## config.mk

```make
export PLATFORM = sky130hd
export DESIGN_NAME = uefr_core
export DESIGN_NICKNAME = d
export VERILOG_FILES = /design/src/core/uefr_pkg.sv /design/src/core/uefr_core.sv
export SDC_FILE = /design/constraint.sdc
export NUM_CORES = 1
export LEC_CHECK = 0
export BUFFER_PORTS_ARGS = -buffer_cell sky130_fd_sc_hd__buf_2
export CAP_MARGIN = 20
export CORE_UTILIZATION = 50
export DETAILED_ROUTE_END_ITERATION = 10
export GPL_ROUTABILITY_DRIVEN = 0
export GPL_TIMING_DRIVEN = 1
export MAX_ROUTING_LAYER = met4
export PLACE_DENSITY = 0.7
export SETUP_SLACK_MARGIN = 0.5
export SLEW_MARGIN = 10
export SYNTH_ARGS = -nofsm -noshare
export SYNTH_HDL_FRONTEND = slang
export SYNTH_SLANG_ARGS = --single-unit
export TNS_END_PERCENT = 10
```

## constraint.sdc

```tcl
create_clock -name clk_i -period 18.85 [get_ports clk_i]
set_input_delay 2.8275 -clock clk_i [delete_from_list [all_inputs] [get_ports clk_i]]
set_output_delay 2.8275 -clock clk_i [all_outputs]
set_load 0.01 [all_outputs]
```

## src/core/uefr_pkg.sv

```systemverilog
// Package of register indices, reset values and field positions for the enhanced UART control
// Summary of operation
// - Gated enhanced bits and trigger/fraction registers accept writes only when enable bit set
// - Clearing the enable bit freezes gated bits; writes ignored until set again
// - Reset clears gated enhanced bits and fractional divisor to zero
// - Special detect compares each received character to second stop character; match sets flag
// - First pair compare mode runs flow control and special detect independently
// - Second pair mode with special detect on: matching stop character skips FIFO, raises stop and special interrupts
// - Auto RTS drives RTS high at halt level; trigger interrupt fires at its own trigger level, auto RTS on or off
// - Auto RTS drives RTS low again once fill falls below resume level
// - Without auto RTS, the RTS pin follows the modem control bit only
// - Auto CTS stops new characters while CTS high, resumes when low
// - Four readable writable resume and stop character registers
// - Power-up loads divisor high byte 0x00 and low byte 0x01
// - Reset clears modem status change bits; upper bits show inverted modem inputs
// - Divisor high and low bytes, scratch and character registers initialise only at power-up; the fractional divisor clears on every reset
// - Writing one to software reset bit resets the device, then clears itself
package uefr_pkg;
  // Register indices on the host port
  localparam logic [4:0] IDX_RHR_THR = 5'h00;
  localparam logic [4:0] IDX_IER = 5'h01;
  localparam logic [4:0] IDX_FCR = 5'h02;
  localparam logic [4:0] IDX_ISR = 5'h03;
  localparam logic [4:0] IDX_LCR = 5'h04;
  localparam logic [4:0] IDX_MCR = 5'h05;
  localparam logic [4:0] IDX_LSR = 5'h06;
  localparam logic [4:0] IDX_MSR = 5'h07;
  localparam logic [4:0] IDX_SPR = 5'h08;
  localparam logic [4:0] IDX_TCR = 5'h09;
  localparam logic [4:0] IDX_TLR = 5'h0a;
  localparam logic [4:0] IDX_TXLV = 5'h0b;
  localparam logic [4:0] IDX_RXLV = 5'h0c;
  localparam logic [4:0] IDX_GPIO_DIRECTION = 5'h0d;
  localparam logic [4:0] IDX_IOST = 5'h0e;
  localparam logic [4:0] IDX_IOIE = 5'h0f;
  localparam logic [4:0] IDX_IOCTL = 5'h10;
  localparam logic [4:0] IDX_EXTRA_FEATURE_CONTROL = 5'h11;
  localparam logic [4:0] IDX_DLL = 5'h12;
  localparam logic [4:0] IDX_DLM = 5'h13;
  localparam logic [4:0] IDX_DLD = 5'h14;
  localparam logic [4:0] IDX_EFR = 5'h15;
  localparam logic [4:0] IDX_RES1 = 5'h16;
  localparam logic [4:0] IDX_RES2 = 5'h17;
  localparam logic [4:0] IDX_STOP1 = 5'h18;
  localparam logic [4:0] IDX_STOP2 = 5'h19;
  // Reset values
  localparam logic [7:0] RST_ZERO = 8'h00;
  localparam logic [7:0] RST_DLL = 8'h01;
  localparam logic [7:0] RST_DLM = 8'h00;
  localparam logic [7:0] RST_SPR = 8'hff;
  localparam logic [7:0] RST_ISR = 8'h01;
  localparam logic [7:0] RST_LCR = 8'h1d;
  localparam logic [7:0] RST_TCR = 8'h0f;
  localparam logic [7:0] RST_CHAR = 8'h00;
  // Gated field masks
  localparam logic [7:0] IER_GATED = 8'hf0;
  localparam logic [7:0] FCR_GATED = 8'h30;
  localparam logic [7:0] MCR_GATED = 8'he4;
  // Field positions
  localparam int EFR_ENH = 4;
  localparam int EFR_SPEC = 5;
  localparam int EFR_ARTS = 6;
  localparam int EFR_ACTS = 7;
  localparam int IER_RXD = 0;
  localparam int IER_SPEC = 5;
  localparam int MCR_RTS = 1;
  localparam int MCR_DTR = 0;
  localparam int IOC_SWRST = 3;
  localparam int ISR_SPEC = 4;
  localparam int ISR_STOP = 5;
  localparam logic [1:0] RXFC_PAIR1 = 2'b10;
  localparam logic [1:0] RXFC_PAIR2 = 2'b01;
  // Level granularity of the halt, resume and trigger nibbles
  localparam logic [1:0] LVL_LSB = 2'b00;
  localparam logic [6:0] RX_TRIG_DEFAULT = 7'h08;
endpackage

```

## src/core/uefr_core.sv

```systemverilog
// Enhanced feature control, flow control and reset-state logic of the UART
`timescale 1ns/1ps
`default_nettype none
module uefr_core
  import uefr_pkg::*;
(
  input wire logic clk_i,
  input wire logic rstn_i,
  input wire logic reset_pin_n_i,
  input wire logic [4:0] reg_addr_i,
  input wire logic reg_wr_i,
  input wire logic reg_rd_i,
  input wire logic [7:0] reg_wdata_i,
  output logic [7:0] reg_rdata_o,
  input wire logic [7:0] rhr_data_i,
  input wire logic [7:0] lsr_i,
  input wire logic [7:0] tx_space_i,
  input wire logic [6:0] rx_fill_i,
  input wire logic rx_valid_i,
  input wire logic [7:0] rx_data_i,
  output logic rx_push_o,
  output logic [7:0] rx_push_data_o,
  output logic thr_wr_o,
  output logic [7:0] thr_data_o,
  input wire logic tx_shift_busy_i,
  output logic tx_start_ok_o,
  input wire logic cts_n_i,
  input wire logic dsr_n_i,
  input wire logic ri_n_i,
  input wire logic cd_n_i,
  output logic rts_n_o,
  output logic dtr_n_o,
  output logic irq_n_o,
  output logic dev_reset_o,
  output logic [7:0] dl_low_o,
  output logic [7:0] dl_high_o,
  output logic [7:0] dl_frac_o,
  output logic [7:0] lcr_o,
  output logic [7:0] fcr_o,
  output logic [7:0] extra_feature_control_o,
  output logic [7:0] gpio_dir_o,
  output logic [7:0] gpio_out_o
);

  // Power-up reset release, two stages
  logic por_s1_q, por_n_q;
  always_ff @(posedge clk_i or negedge rstn_i) begin
    if (!rstn_i) begin
      por_s1_q <= 1'b0;
      por_n_q <= 1'b0;
    end else begin
      por_s1_q <= 1'b1;
      por_n_q <= por_s1_q;
    end
  end

  // Reset pin and modem inputs cross in through two flops
  logic [4:0] pin_s1_q, pin_s2_q;
  always_ff @(posedge clk_i or negedge por_n_q) begin
    if (!por_n_q) begin
      pin_s1_q <= 5'h1f;
      pin_s2_q <= 5'h1f;
    end else begin
      pin_s1_q <= {reset_pin_n_i, cts_n_i, dsr_n_i, ri_n_i, cd_n_i};
      pin_s2_q <= pin_s1_q;
    end
  end
  logic rpin_n, cts_n;
  logic [3:0] modem_n;
  assign rpin_n = pin_s2_q[4];
  assign cts_n = pin_s2_q[3];
  assign modem_n = pin_s2_q[3:0];

  // Software reset pulse; clears itself the cycle after it fires
  logic swrst_q;
  logic dev_rst;
  logic wr_en;
  assign dev_rst = !rpin_n || swrst_q;
  assign dev_reset_o = dev_rst;
  assign wr_en = reg_wr_i && !dev_rst;
  always_ff @(posedge clk_i or negedge por_n_q) begin
    if (!por_n_q) begin
      swrst_q <= 1'b0;
    end else begin
      swrst_q <= wr_en && reg_addr_i == IDX_IOCTL && reg_wdata_i[IOC_SWRST];
    end
  end

  // Registers kept across pin and software reset
  logic [7:0] dll_q, dlm_q, spr_q, res1_q, res2_q, stop1_q, stop2_q;
  always_ff @(posedge clk_i or negedge por_n_q) begin
    if (!por_n_q) begin
      dll_q <= RST_DLL;
      dlm_q <= RST_DLM;
      spr_q <= RST_SPR;
      res1_q <= RST_CHAR;
      res2_q <= RST_CHAR;
      stop1_q <= RST_CHAR;
      stop2_q <= RST_CHAR;
    end else if (wr_en) begin
      unique case (reg_addr_i)
        IDX_DLL: dll_q <= reg_wdata_i;
        IDX_DLM: dlm_q <= reg_wdata_i;
        IDX_SPR: spr_q <= reg_wdata_i;
        IDX_RES1: res1_q <= reg_wdata_i;
        IDX_RES2: res2_q <= reg_wdata_i;
        IDX_STOP1: stop1_q <= reg_wdata_i;
        IDX_STOP2: stop2_q <= reg_wdata_i;
        default: ;
      endcase
    end
  end

  // Plain control registers, reset by every kind of reset (LCR to 0x1d, the others to zero)
  logic [7:0] efr_q, lcr_q, extra_feature_control_q, gpio_direction_q, iost_q, ioie_q, ioctl_q;
  always_ff @(posedge clk_i or negedge por_n_q) begin
    if (!por_n_q) begin
      efr_q <= RST_ZERO;
      lcr_q <= RST_LCR;
      extra_feature_control_q <= RST_ZERO;
      gpio_direction_q <= RST_ZERO;
      iost_q <= RST_ZERO;
      ioie_q <= RST_ZERO;
      ioctl_q <= RST_ZERO;
    end else if (dev_rst) begin
      efr_q <= RST_ZERO;
      lcr_q <= RST_LCR;
      extra_feature_control_q <= RST_ZERO;
      gpio_direction_q <= RST_ZERO;
      iost_q <= RST_ZERO;
      ioie_q <= RST_ZERO;
      ioctl_q <= RST_ZERO;
    end else if (reg_wr_i) begin
      unique case (reg_addr_i)
        IDX_EFR: efr_q <= reg_wdata_i;
        IDX_LCR: lcr_q <= reg_wdata_i;
        IDX_EXTRA_FEATURE_CONTROL: extra_feature_control_q <= reg_wdata_i;
        IDX_GPIO_DIRECTION: gpio_direction_q <= reg_wdata_i;
        IDX_IOST: iost_q <= reg_wdata_i;
        IDX_IOIE: ioie_q <= reg_wdata_i;
        // Reset bit is never stored; it reads back as zero
        IDX_IOCTL: ioctl_q <= reg_wdata_i & ~(8'h01 << IOC_SWRST);
        default: ;
      endcase
    end
  end

  // Registers whose enhanced bits are gated by the enhanced enable
  logic enh;
  logic [7:0] ier_q, fcr_q, mcr_q, tcr_q, tlr_q, dld_q;
  assign enh = efr_q[EFR_ENH];
  always_ff @(posedge clk_i or negedge por_n_q) begin
    if (!por_n_q) begin
      ier_q <= RST_ZERO;
      fcr_q <= RST_ZERO;
      mcr_q <= RST_ZERO;
      tcr_q <= RST_TCR;
      tlr_q <= RST_ZERO;
      dld_q <= RST_ZERO;
    end else if (dev_rst) begin
      ier_q <= RST_ZERO;
      fcr_q <= RST_ZERO;
      mcr_q <= RST_ZERO;
      tcr_q <= RST_TCR;
      tlr_q <= RST_ZERO;
      dld_q <= RST_ZERO;
    end else if (reg_wr_i) begin
      // Frozen fields keep their old bits while the enable is low
      unique case (reg_addr_i)
        IDX_IER: ier_q <= enh ? reg_wdata_i : ((ier_q & IER_GATED) | (reg_wdata_i & ~IER_GATED));
        IDX_FCR: fcr_q <= enh ? reg_wdata_i : ((fcr_q & FCR_GATED) | (reg_wdata_i & ~FCR_GATED));
        IDX_MCR: mcr_q <= enh ? reg_wdata_i : ((mcr_q & MCR_GATED) | (reg_wdata_i & ~MCR_GATED));
        IDX_TCR: if (enh) tcr_q <= reg_wdata_i;
        IDX_TLR: if (enh) tlr_q <= reg_wdata_i;
        IDX_DLD: if (enh) dld_q <= reg_wdata_i;
        default: ;
      endcase
    end
  end

  // Receive path: special-character detect and flow-control compare
  logic spec_en, match_stop2, match_stop1, match_res1, match_res2;
  logic [1:0] rxfc;
  logic swallow;
  assign spec_en = efr_q[EFR_SPEC];
  assign rxfc = efr_q[1:0];
  assign match_stop2 = rx_data_i == stop2_q;
  assign match_stop1 = rx_data_i == stop1_q;
  assign match_res1 = rx_data_i == res1_q;
  assign match_res2 = rx_data_i == res2_q;
  // Only pair-two mode with detect on keeps the stop character out of the FIFO
  assign swallow = spec_en && rxfc == RXFC_PAIR2 && match_stop2;

  always_ff @(posedge clk_i or negedge por_n_q) begin
    if (!por_n_q) begin
      rx_push_o <= 1'b0;
      rx_push_data_o <= RST_ZERO;
    end else if (dev_rst) begin
      rx_push_o <= 1'b0;
      rx_push_data_o <= RST_ZERO;
    end else begin
      rx_push_o <= rx_valid_i && !swallow;
      if (rx_valid_i) begin
        rx_push_data_o <= rx_data_i;
      end
    end
  end

  // Status flags; a new event in the clearing cycle wins
  logic spec_q, stop_q, xoff_rx_q;
  logic spec_set, stop_set, isr_clr_rd;
  logic isr_wclr_spec, isr_wclr_stop;
  assign spec_set = rx_valid_i && spec_en && match_stop2;
  assign stop_set = rx_valid_i && ((rxfc == RXFC_PAIR1 && match_stop1) ||
                                   (rxfc == RXFC_PAIR2 && match_stop2));
  assign isr_clr_rd = reg_rd_i && reg_addr_i == IDX_ISR;
  // Direct clearing of the upper status bits needs the enhanced enable
  assign isr_wclr_spec = reg_wr_i && reg_addr_i == IDX_ISR && enh && reg_wdata_i[ISR_SPEC];
  assign isr_wclr_stop = reg_wr_i && reg_addr_i == IDX_ISR && enh && reg_wdata_i[ISR_STOP];
  always_ff @(posedge clk_i or negedge por_n_q) begin
    if (!por_n_q) begin
      spec_q <= 1'b0;
      stop_q <= 1'b0;
    end else if (dev_rst) begin
      spec_q <= 1'b0;
      stop_q <= 1'b0;
    end else begin
      spec_q <= spec_set || (spec_q && !isr_clr_rd && !isr_wclr_spec);
      stop_q <= stop_set || (stop_q && !isr_clr_rd && !isr_wclr_stop);
    end
  end

  // Remote stop/resume state, kept for the transmit gate
  logic xoff_set, xon_set;
  assign xoff_set = stop_set;
  assign xon_set = rx_valid_i && ((rxfc == RXFC_PAIR1 && match_res1) ||
                                  (rxfc == RXFC_PAIR2 && match_res2));
  always_ff @(posedge clk_i or negedge por_n_q) begin
    if (!por_n_q) begin
      xoff_rx_q <= 1'b0;
    end else if (dev_rst || rxfc == 2'b00) begin
      xoff_rx_q <= 1'b0;
    end else if (xoff_set) begin
      xoff_rx_q <= 1'b1;
    end else if (xon_set) begin
      xoff_rx_q <= 1'b0;
    end
  end

  // Auto RTS thresholds in units of four characters
  logic [6:0] halt_lvl, resume_lvl, trig_lvl;
  logic rts_halt_q, rx_trig;
  assign halt_lvl = {1'b0, tcr_q[3:0], LVL_LSB};
  assign resume_lvl = {1'b0, tcr_q[7:4], LVL_LSB};
  assign trig_lvl = (tlr_q[7:4] != 4'h0) ? {1'b0, tlr_q[7:4], LVL_LSB} : RX_TRIG_DEFAULT;
  assign rx_trig = rx_fill_i >= trig_lvl;
  always_ff @(posedge clk_i or negedge por_n_q) begin
    if (!por_n_q) begin
      rts_halt_q <= 1'b0;
    end else if (dev_rst || !efr_q[EFR_ARTS]) begin
      rts_halt_q <= 1'b0;
    end else if (rx_fill_i >= halt_lvl) begin
      rts_halt_q <= 1'b1;
    end else if (rx_fill_i < resume_lvl) begin
      rts_halt_q <= 1'b0;
    end
  end

  // Modem pins; RTS high at reset because the control bit is clear
  always_ff @(posedge clk_i or negedge por_n_q) begin
    if (!por_n_q) begin
      rts_n_o <= 1'b1;
      dtr_n_o <= 1'b1;
    end else begin
      // Auto halt can only raise a line software already pulled low
      rts_n_o <= !mcr_q[MCR_RTS] || (efr_q[EFR_ARTS] && rts_halt_q);
      dtr_n_o <= !mcr_q[MCR_DTR];
    end
  end

  // Auto CTS gates only the start of a new character
  assign tx_start_ok_o = !(efr_q[EFR_ACTS] && cts_n) && !xoff_rx_q && !tx_shift_busy_i;

  // Modem status: change bits plus inverted live levels
  logic [3:0] modem_prev_q, msr_delta_q;
  logic msr_rd;
  logic [2:0] prime_q;
  assign msr_rd = reg_rd_i && reg_addr_i == IDX_MSR;
  // Synchroniser priming; its reset level is not the pins' level, so no false change
  always_ff @(posedge clk_i or negedge por_n_q) begin
    if (!por_n_q) begin
      prime_q <= 3'h0;
    end else begin
      prime_q <= {prime_q[1:0], 1'b1};
    end
  end
  always_ff @(posedge clk_i or negedge por_n_q) begin
    if (!por_n_q) begin
      modem_prev_q <= 4'hf;
      msr_delta_q <= 4'h0;
    end else if (dev_rst || !prime_q[2]) begin
      modem_prev_q <= modem_n;
      msr_delta_q <= 4'h0;
    end else begin
      modem_prev_q <= modem_n;
      msr_delta_q <= (modem_prev_q ^ modem_n) | (msr_rd ? 4'h0 : msr_delta_q);
    end
  end

  // Interrupt line; the status code bit 0 reads one when idle
  logic spec_irq, any_irq;
  assign spec_irq = (spec_q || stop_q) && ier_q[IER_SPEC];
  assign any_irq = spec_irq || (rx_trig && ier_q[IER_RXD]);
  always_ff @(posedge clk_i or negedge por_n_q) begin
    if (!por_n_q) begin
      irq_n_o <= 1'b1;
    end else if (dev_rst) begin
      irq_n_o <= 1'b1;
    end else begin
      irq_n_o <= !any_irq;
    end
  end

  // Transmit holding write strobe
  always_ff @(posedge clk_i or negedge por_n_q) begin
    if (!por_n_q) begin
      thr_wr_o <= 1'b0;
      thr_data_o <= RST_ZERO;
    end else begin
      thr_wr_o <= wr_en && reg_addr_i == IDX_RHR_THR;
      if (wr_en && reg_addr_i == IDX_RHR_THR) begin
        thr_data_o <= reg_wdata_i;
      end
    end
  end

  // Read mux, registered; write-only and unmapped indices read zero
  logic [7:0] isr_val, rd_d;
  assign isr_val = {2'b00, stop_q, spec_q, 3'b000, !any_irq} | (RST_ISR & 8'h00);
  always_comb begin
    rd_d = RST_ZERO;
    unique case (reg_addr_i)
      IDX_RHR_THR: rd_d = rhr_data_i;
      IDX_IER: rd_d = ier_q;
      IDX_ISR: rd_d = isr_val;
      IDX_LCR: rd_d = lcr_q;
      IDX_MCR: rd_d = mcr_q;
      IDX_LSR: rd_d = lsr_i;
      IDX_MSR: rd_d = {~modem_n, msr_delta_q};
      IDX_SPR: rd_d = spr_q;
      IDX_TCR: rd_d = tcr_q;
      IDX_TLR: rd_d = tlr_q;
      IDX_TXLV: rd_d = tx_space_i;
      IDX_RXLV: rd_d = {1'b0, rx_fill_i};
      IDX_GPIO_DIRECTION: rd_d = gpio_direction_q;
      IDX_IOST: rd_d = iost_q;
      IDX_IOIE: rd_d = ioie_q;
      IDX_IOCTL: rd_d = ioctl_q;
      IDX_EXTRA_FEATURE_CONTROL: rd_d = extra_feature_control_q;
      IDX_DLL: rd_d = dll_q;
      IDX_DLM: rd_d = dlm_q;
      IDX_DLD: rd_d = dld_q;
      IDX_EFR: rd_d = efr_q;
      IDX_RES1: rd_d = res1_q;
      IDX_RES2: rd_d = res2_q;
      IDX_STOP1: rd_d = stop1_q;
      IDX_STOP2: rd_d = stop2_q;
      default: rd_d = RST_ZERO;
    endcase
  end
  always_ff @(posedge clk_i or negedge por_n_q) begin
    if (!por_n_q) begin
      reg_rdata_o <= RST_ZERO;
    end else if (reg_rd_i) begin
      reg_rdata_o <= rd_d;
    end
  end

  // Configuration outputs for baud, FIFO and GPIO blocks
  assign dl_low_o = dll_q;
  assign dl_high_o = dlm_q;
  assign dl_frac_o = dld_q;
  assign lcr_o = lcr_q;
  assign fcr_o = fcr_q;
  assign extra_feature_control_o = extra_feature_control_q;
  assign gpio_dir_o = gpio_direction_q;
  assign gpio_out_o = iost_q;

endmodule
`default_nettype wire

```

=== Word level (Yosys, flattened, before mapping) ===
Index checks and enable logic that the tools add are counted.

* Register bits: 217
* Input port bits: 63
* Output and inout port bits: 95
* Logic and storage cells: 236

* Magnitude comparators: 3
* Equality and inequality tests: 31
* Multiplexer cells: 59
* Bitwise logic cells: 6
* Reduce and logical (&&, ||, !) cells: 97

{| class="wikitable"
|+ Operators by type and width
! cell !! number
|-
| $mux 8 || 45
|-
| $pmux 8 s25 || 1
|-
| $eq 5x5->1 const B || 10
|-
| $eq 5x4->1 const B || 8
|-
| $reduce_and 2->1 || 17
|-
| $eq 8x8->1 || 4
|-
| $reduce_bool 2->1 || 16
|-
| $logic_and 1x1->1 || 31
|-
| $eq 5x3->1 const B || 4
|-
| $ge 7x6->1 || 2
|-
| $logic_not 1->1 || 14
|-
| $logic_or 1x1->1 || 11
|-
| $eq 5x2->1 const B || 2
|-
| $mux 1 || 10
|-
| $reduce_and 3->1 || 3
|-
| $mux 4 || 2
|-
| $or 6x8->8 || 1
|-
| $or 8x4->8 || 1
|-
| $or 8x5->8 || 1
|-
| $lt 7x6->1 || 1
|-
| $mux 6 || 1
|-
| $reduce_bool 3->1 || 2
|-
| $eq 5x1->1 const B || 1
|-
| $logic_not 5->1 || 1
|-
| other kinds (7) || 7
|}

=== Longest topological paths before layout ===
* Depth in word-level cells: 8
* Depth in mapped cells: 9
* Mapped depth without buffers: 9

=== Worst setup path before layout ===
No wires, ideal clock.

* Path kind: input to output
* Start point: in tx_shift_busy_i
* End point: out tx_start_ok_o
* Data arrival time: 3.138 ns
* Required time: 16.022 ns
* Slack: 12.885 ns
* Cell stages on the path: 1
* Cells stage by stage: a211oi_1

* Word-level cells in the longest chain between the ends: 2

{| class="wikitable"
|+ Ends and longest elaborated chain
! what !! line !! RTL
|-
| from (decl) || uefr_core.sv:25 || <nowiki>input wire logic tx_shift_busy_i,</nowiki>
|-
| $logic_not 1->1 || uefr_core.sv:282 || <nowiki>assign tx_start_ok_o = !(efr_q[EFR_ACTS] && cts_n) && !xoff_rx_q && !tx_shift_busy_i;</nowiki>
|-
| $logic_and 1x1->1 || uefr_core.sv:282 ||
|-
| to (decl) || uefr_core.sv:26 || <nowiki>output logic tx_start_ok_o,</nowiki>
|}

No other way between the ends.

=== Worst setup path in the final report ===
Ends and elaborated chain as after synthesis.

==> impl_metrics.csv <==
group,metric,value,unit
die,fp.dieArea,0.02177,mm2
die,start_util,0.5167,
synthesis,ys.flop_type,"dfrtp_1",
cts,post_cts_buffers,0,
die,std_cell_rows,52,
synthesis,yosysSeqAreaShare,0.5144,
worst_setup_path,cp.required,16.02,ns
global_routing,grt_pass1_wl,55130,um
timing,slew_headroom,0.3746,
worst_setup_path,crit_path_start_kind,"input pin",
finish,regArea,0.005451,mm2
worst_setup_path,cp.arrival,3.23,ns
finish,final_util,0.5951,
cts,cts_num_sinks,216,
timing,fmax,0.1652,GHz
route,drt_iter0_drc,1151,
synthesis,synth_edf_count,0,
cts,clk_pin_slew_worst_paths,0.06,ns
timing,rsz0062_at_grt,"no",
finish,fin_nets,1197,
worst_setup_path,worstPathMaxFanout,1,
synthesis,ys_ff_latch,216,
power_and_ir_drop,p_clk_frac,0.427,
cts,postCtsHoldBufs,0,
synthesis,synthCells,1011,
finish,layout_common_cells,"dfrtp_1 (181), buf_2 (157), nand2_1 (113)",
cts,cts_buffers,24,
die,die_width,147.5,um
synthesis,ys_async_sr_fraction,1.000,
placement,place_hpwl,24800,um
run_status,status,"finished, final reports clean",
timing,fin_skew,0.009838,ns
route,routed_wl,36440,um
finish,area_growth,15.17,%
global_routing,antenna_found_initial,0,
global_routing,grt_pass1_vias,8708,
cts,cts_max_path_buffers,3,
route,firstDrtPassIters,5,
route,wire_per_inst,25.82,um
route,vias_per_cell,6.350,
finish,multi_input_area,0.004721,mm2
route,drc_errors,0,
power_and_ir_drop,switching_share,0.2596,
synthesis,synthDistinctLibCells,60,
cts,insertion_delay,0.53,ns
power_and_ir_drop,peakVddDrop,0.05346,mV
placement,dp_cells,1367,
timing,max_slew.worst_pin.slew,0.9371,ns
timing,drv_slew,0,
cts,cts-resized-gates,0,
timing,min_period_over_period,0.3212,
placement,port_buffers,157,
global_routing,grt_max_degree,82,
die,core,0.02049,mm2
cts,root_buffer,"clkbuf_16",
timing,setup_violations,0,
finish,instances_no_fill,1411,
worst_setup_path,cp-end-kind,"output pin",
finish,nFillCells,1840,
synthesis,avgSynthCellArea,10.47,um2
power_and_ir_drop,comb_power_share,0.100,
finish,num_antenna_cells,0,
global_routing,grt_overflow_total,0,
route,vias,8960,
synthesis,yosysWarnings,0,
power_and_ir_drop,intPower,0.0008088,W
die,die_y,147.5,um
power_and_ir_drop,p_sw,0.0002835,W
finish,drive_gt1_frac,0.2901,
worst_setup_path,path_class,"in -> out",
power_and_ir_drop,p_per_area,89.55,mW/mm2
power_and_ir_drop,pwr-share-seq,0.473,
die,io_pins,158,
timing,hold_viol,0,
route,ant_nets,0,
job,max_cap_violations,0,
finish,layout_commonest_cell,"dfrtp_1",
global_routing,grt_use_total,0.3529,
power_and_ir_drop,leakage,5.544,nW
hold_path,hold_path.class,"reg -> async",
timing,fin_tns_setup,0,ns
cts,cts_tree,"built",
cts,h-tree-depth,1,
timing,finalCriticalPeriod,6.055,ns
synthesis,syn-cell-area,0.01059,mm2
metal layers:
layer,global-route usage,share of wire,vias to the layer above,wire length [um]
met3,0.06296,0.11,111,3859
met4,0.1732,0.050,0,1834
met5,-,0,-,0
met2,0.4950,0.44,619,15930
li1,-,-,3830,-
met1,0.4936,0.41,4400,14810
critical path: stages:
cell and delay, ns:
buf_2 0.10, a211oi_1 0.14, buf_2 0.16
area by class of cell:
cell class	count	share of cell area
sequential	216	0.4470
multi-input combinational	703	0.3871
timing repair buffer	165	0.06935
clock buffer	35	0.05847
tap	270	0.02770
clock inverter	9	0.006360
inverter	13	0.004103
through the flow:
stage          power [W]  area, um2  hold WS (ns)  setup slack [ns]
2_1_floorplan  0.0005837      10590        0.3312             12.44
3_3_place_gp   0.0006281      11410        0.3086             12.79
3_5_place_dp   0.0006310      11410        0.3089             12.79
4_1_cts         0.001093      12200        0.3142             12.79
5_1_grt         0.001124      12200        0.3418             12.72
6_report        0.001092      12200        0.2927             12.80
synth_stat cells, drive strengths merged, types with 15 or more instances:
library cell	number	area [um2]
nand3	68	340.3
nor2	85	444.2
buf	36	210.2
and3	15	93.84
dfstp	34	893.4
mux2	65	732.0
dfrtp	182	4554
mux2i	54	540.5
xnor2	29	254.0
nand4	15	93.84
a21oi	68	340.3
nand2	117	449.2
a22oi	67	503.0
clkbuf	44	166.4
cells by family (layout without fill, tap and decap cells):
logic type                 Yosys count  after routing  synth area share
AOI/OAI and AO/OA                  189            189            0.1191
xor gates and xnor gates            36             36           0.02977
adders and majority gates           11             11           0.01300
buffers and inverters               93            222           0.04017
DFF                                216            216            0.5144
muxes                              119            119            0.1202
other                                1              2         0.0003541
and+or+nand+nor                    346            346            0.1630
worst paths after layout:
path | start | end | slack (ns) | cells past startpoint
max in group asynchronous | rstn_i | por_n_q$_DFF_PN0_ | 16.67 | 1
min in group clk_i | por_s1_q$_DFF_PN0_ | por_n_q$_DFF_PN0_ | 0.35 | 0
setup reg to reg | pin_s2_q[4]$_DFF_PN1_ | dl_high_o[0]$_DFFE_PN0P_ | 16.37 | 5
hold / removal | por_n_q$_DFF_PN0_ | thr_data_o[1]$_DFFE_PN0P_ | 0.29 | 0
setup / recovery | tx_shift_busy_i | tx_start_ok_o | 12.80 | 3
hold reg to reg | por_n_q$_DFF_PN0_ | thr_data_o[1]$_DFFE_PN0P_ | 0.29 | 0
power by group through the flow:
stage / Combinational, W / Sequential [W] / Clock, W
2_1_floorplan: 0.0000610 / 0.000523 / 0
3_3_place_gp: 0.000106 / 0.000523 / 0
3_5_place_dp: 0.000108 / 0.000523 / 0
4_1_cts: 0.000108 / 0.000515 / 0.000469
5_1_grt: 0.000117 / 0.000518 / 0.000489
6_report: 0.000109 / 0.000517 / 0.000467
Power figures use the tool's default switching activity.
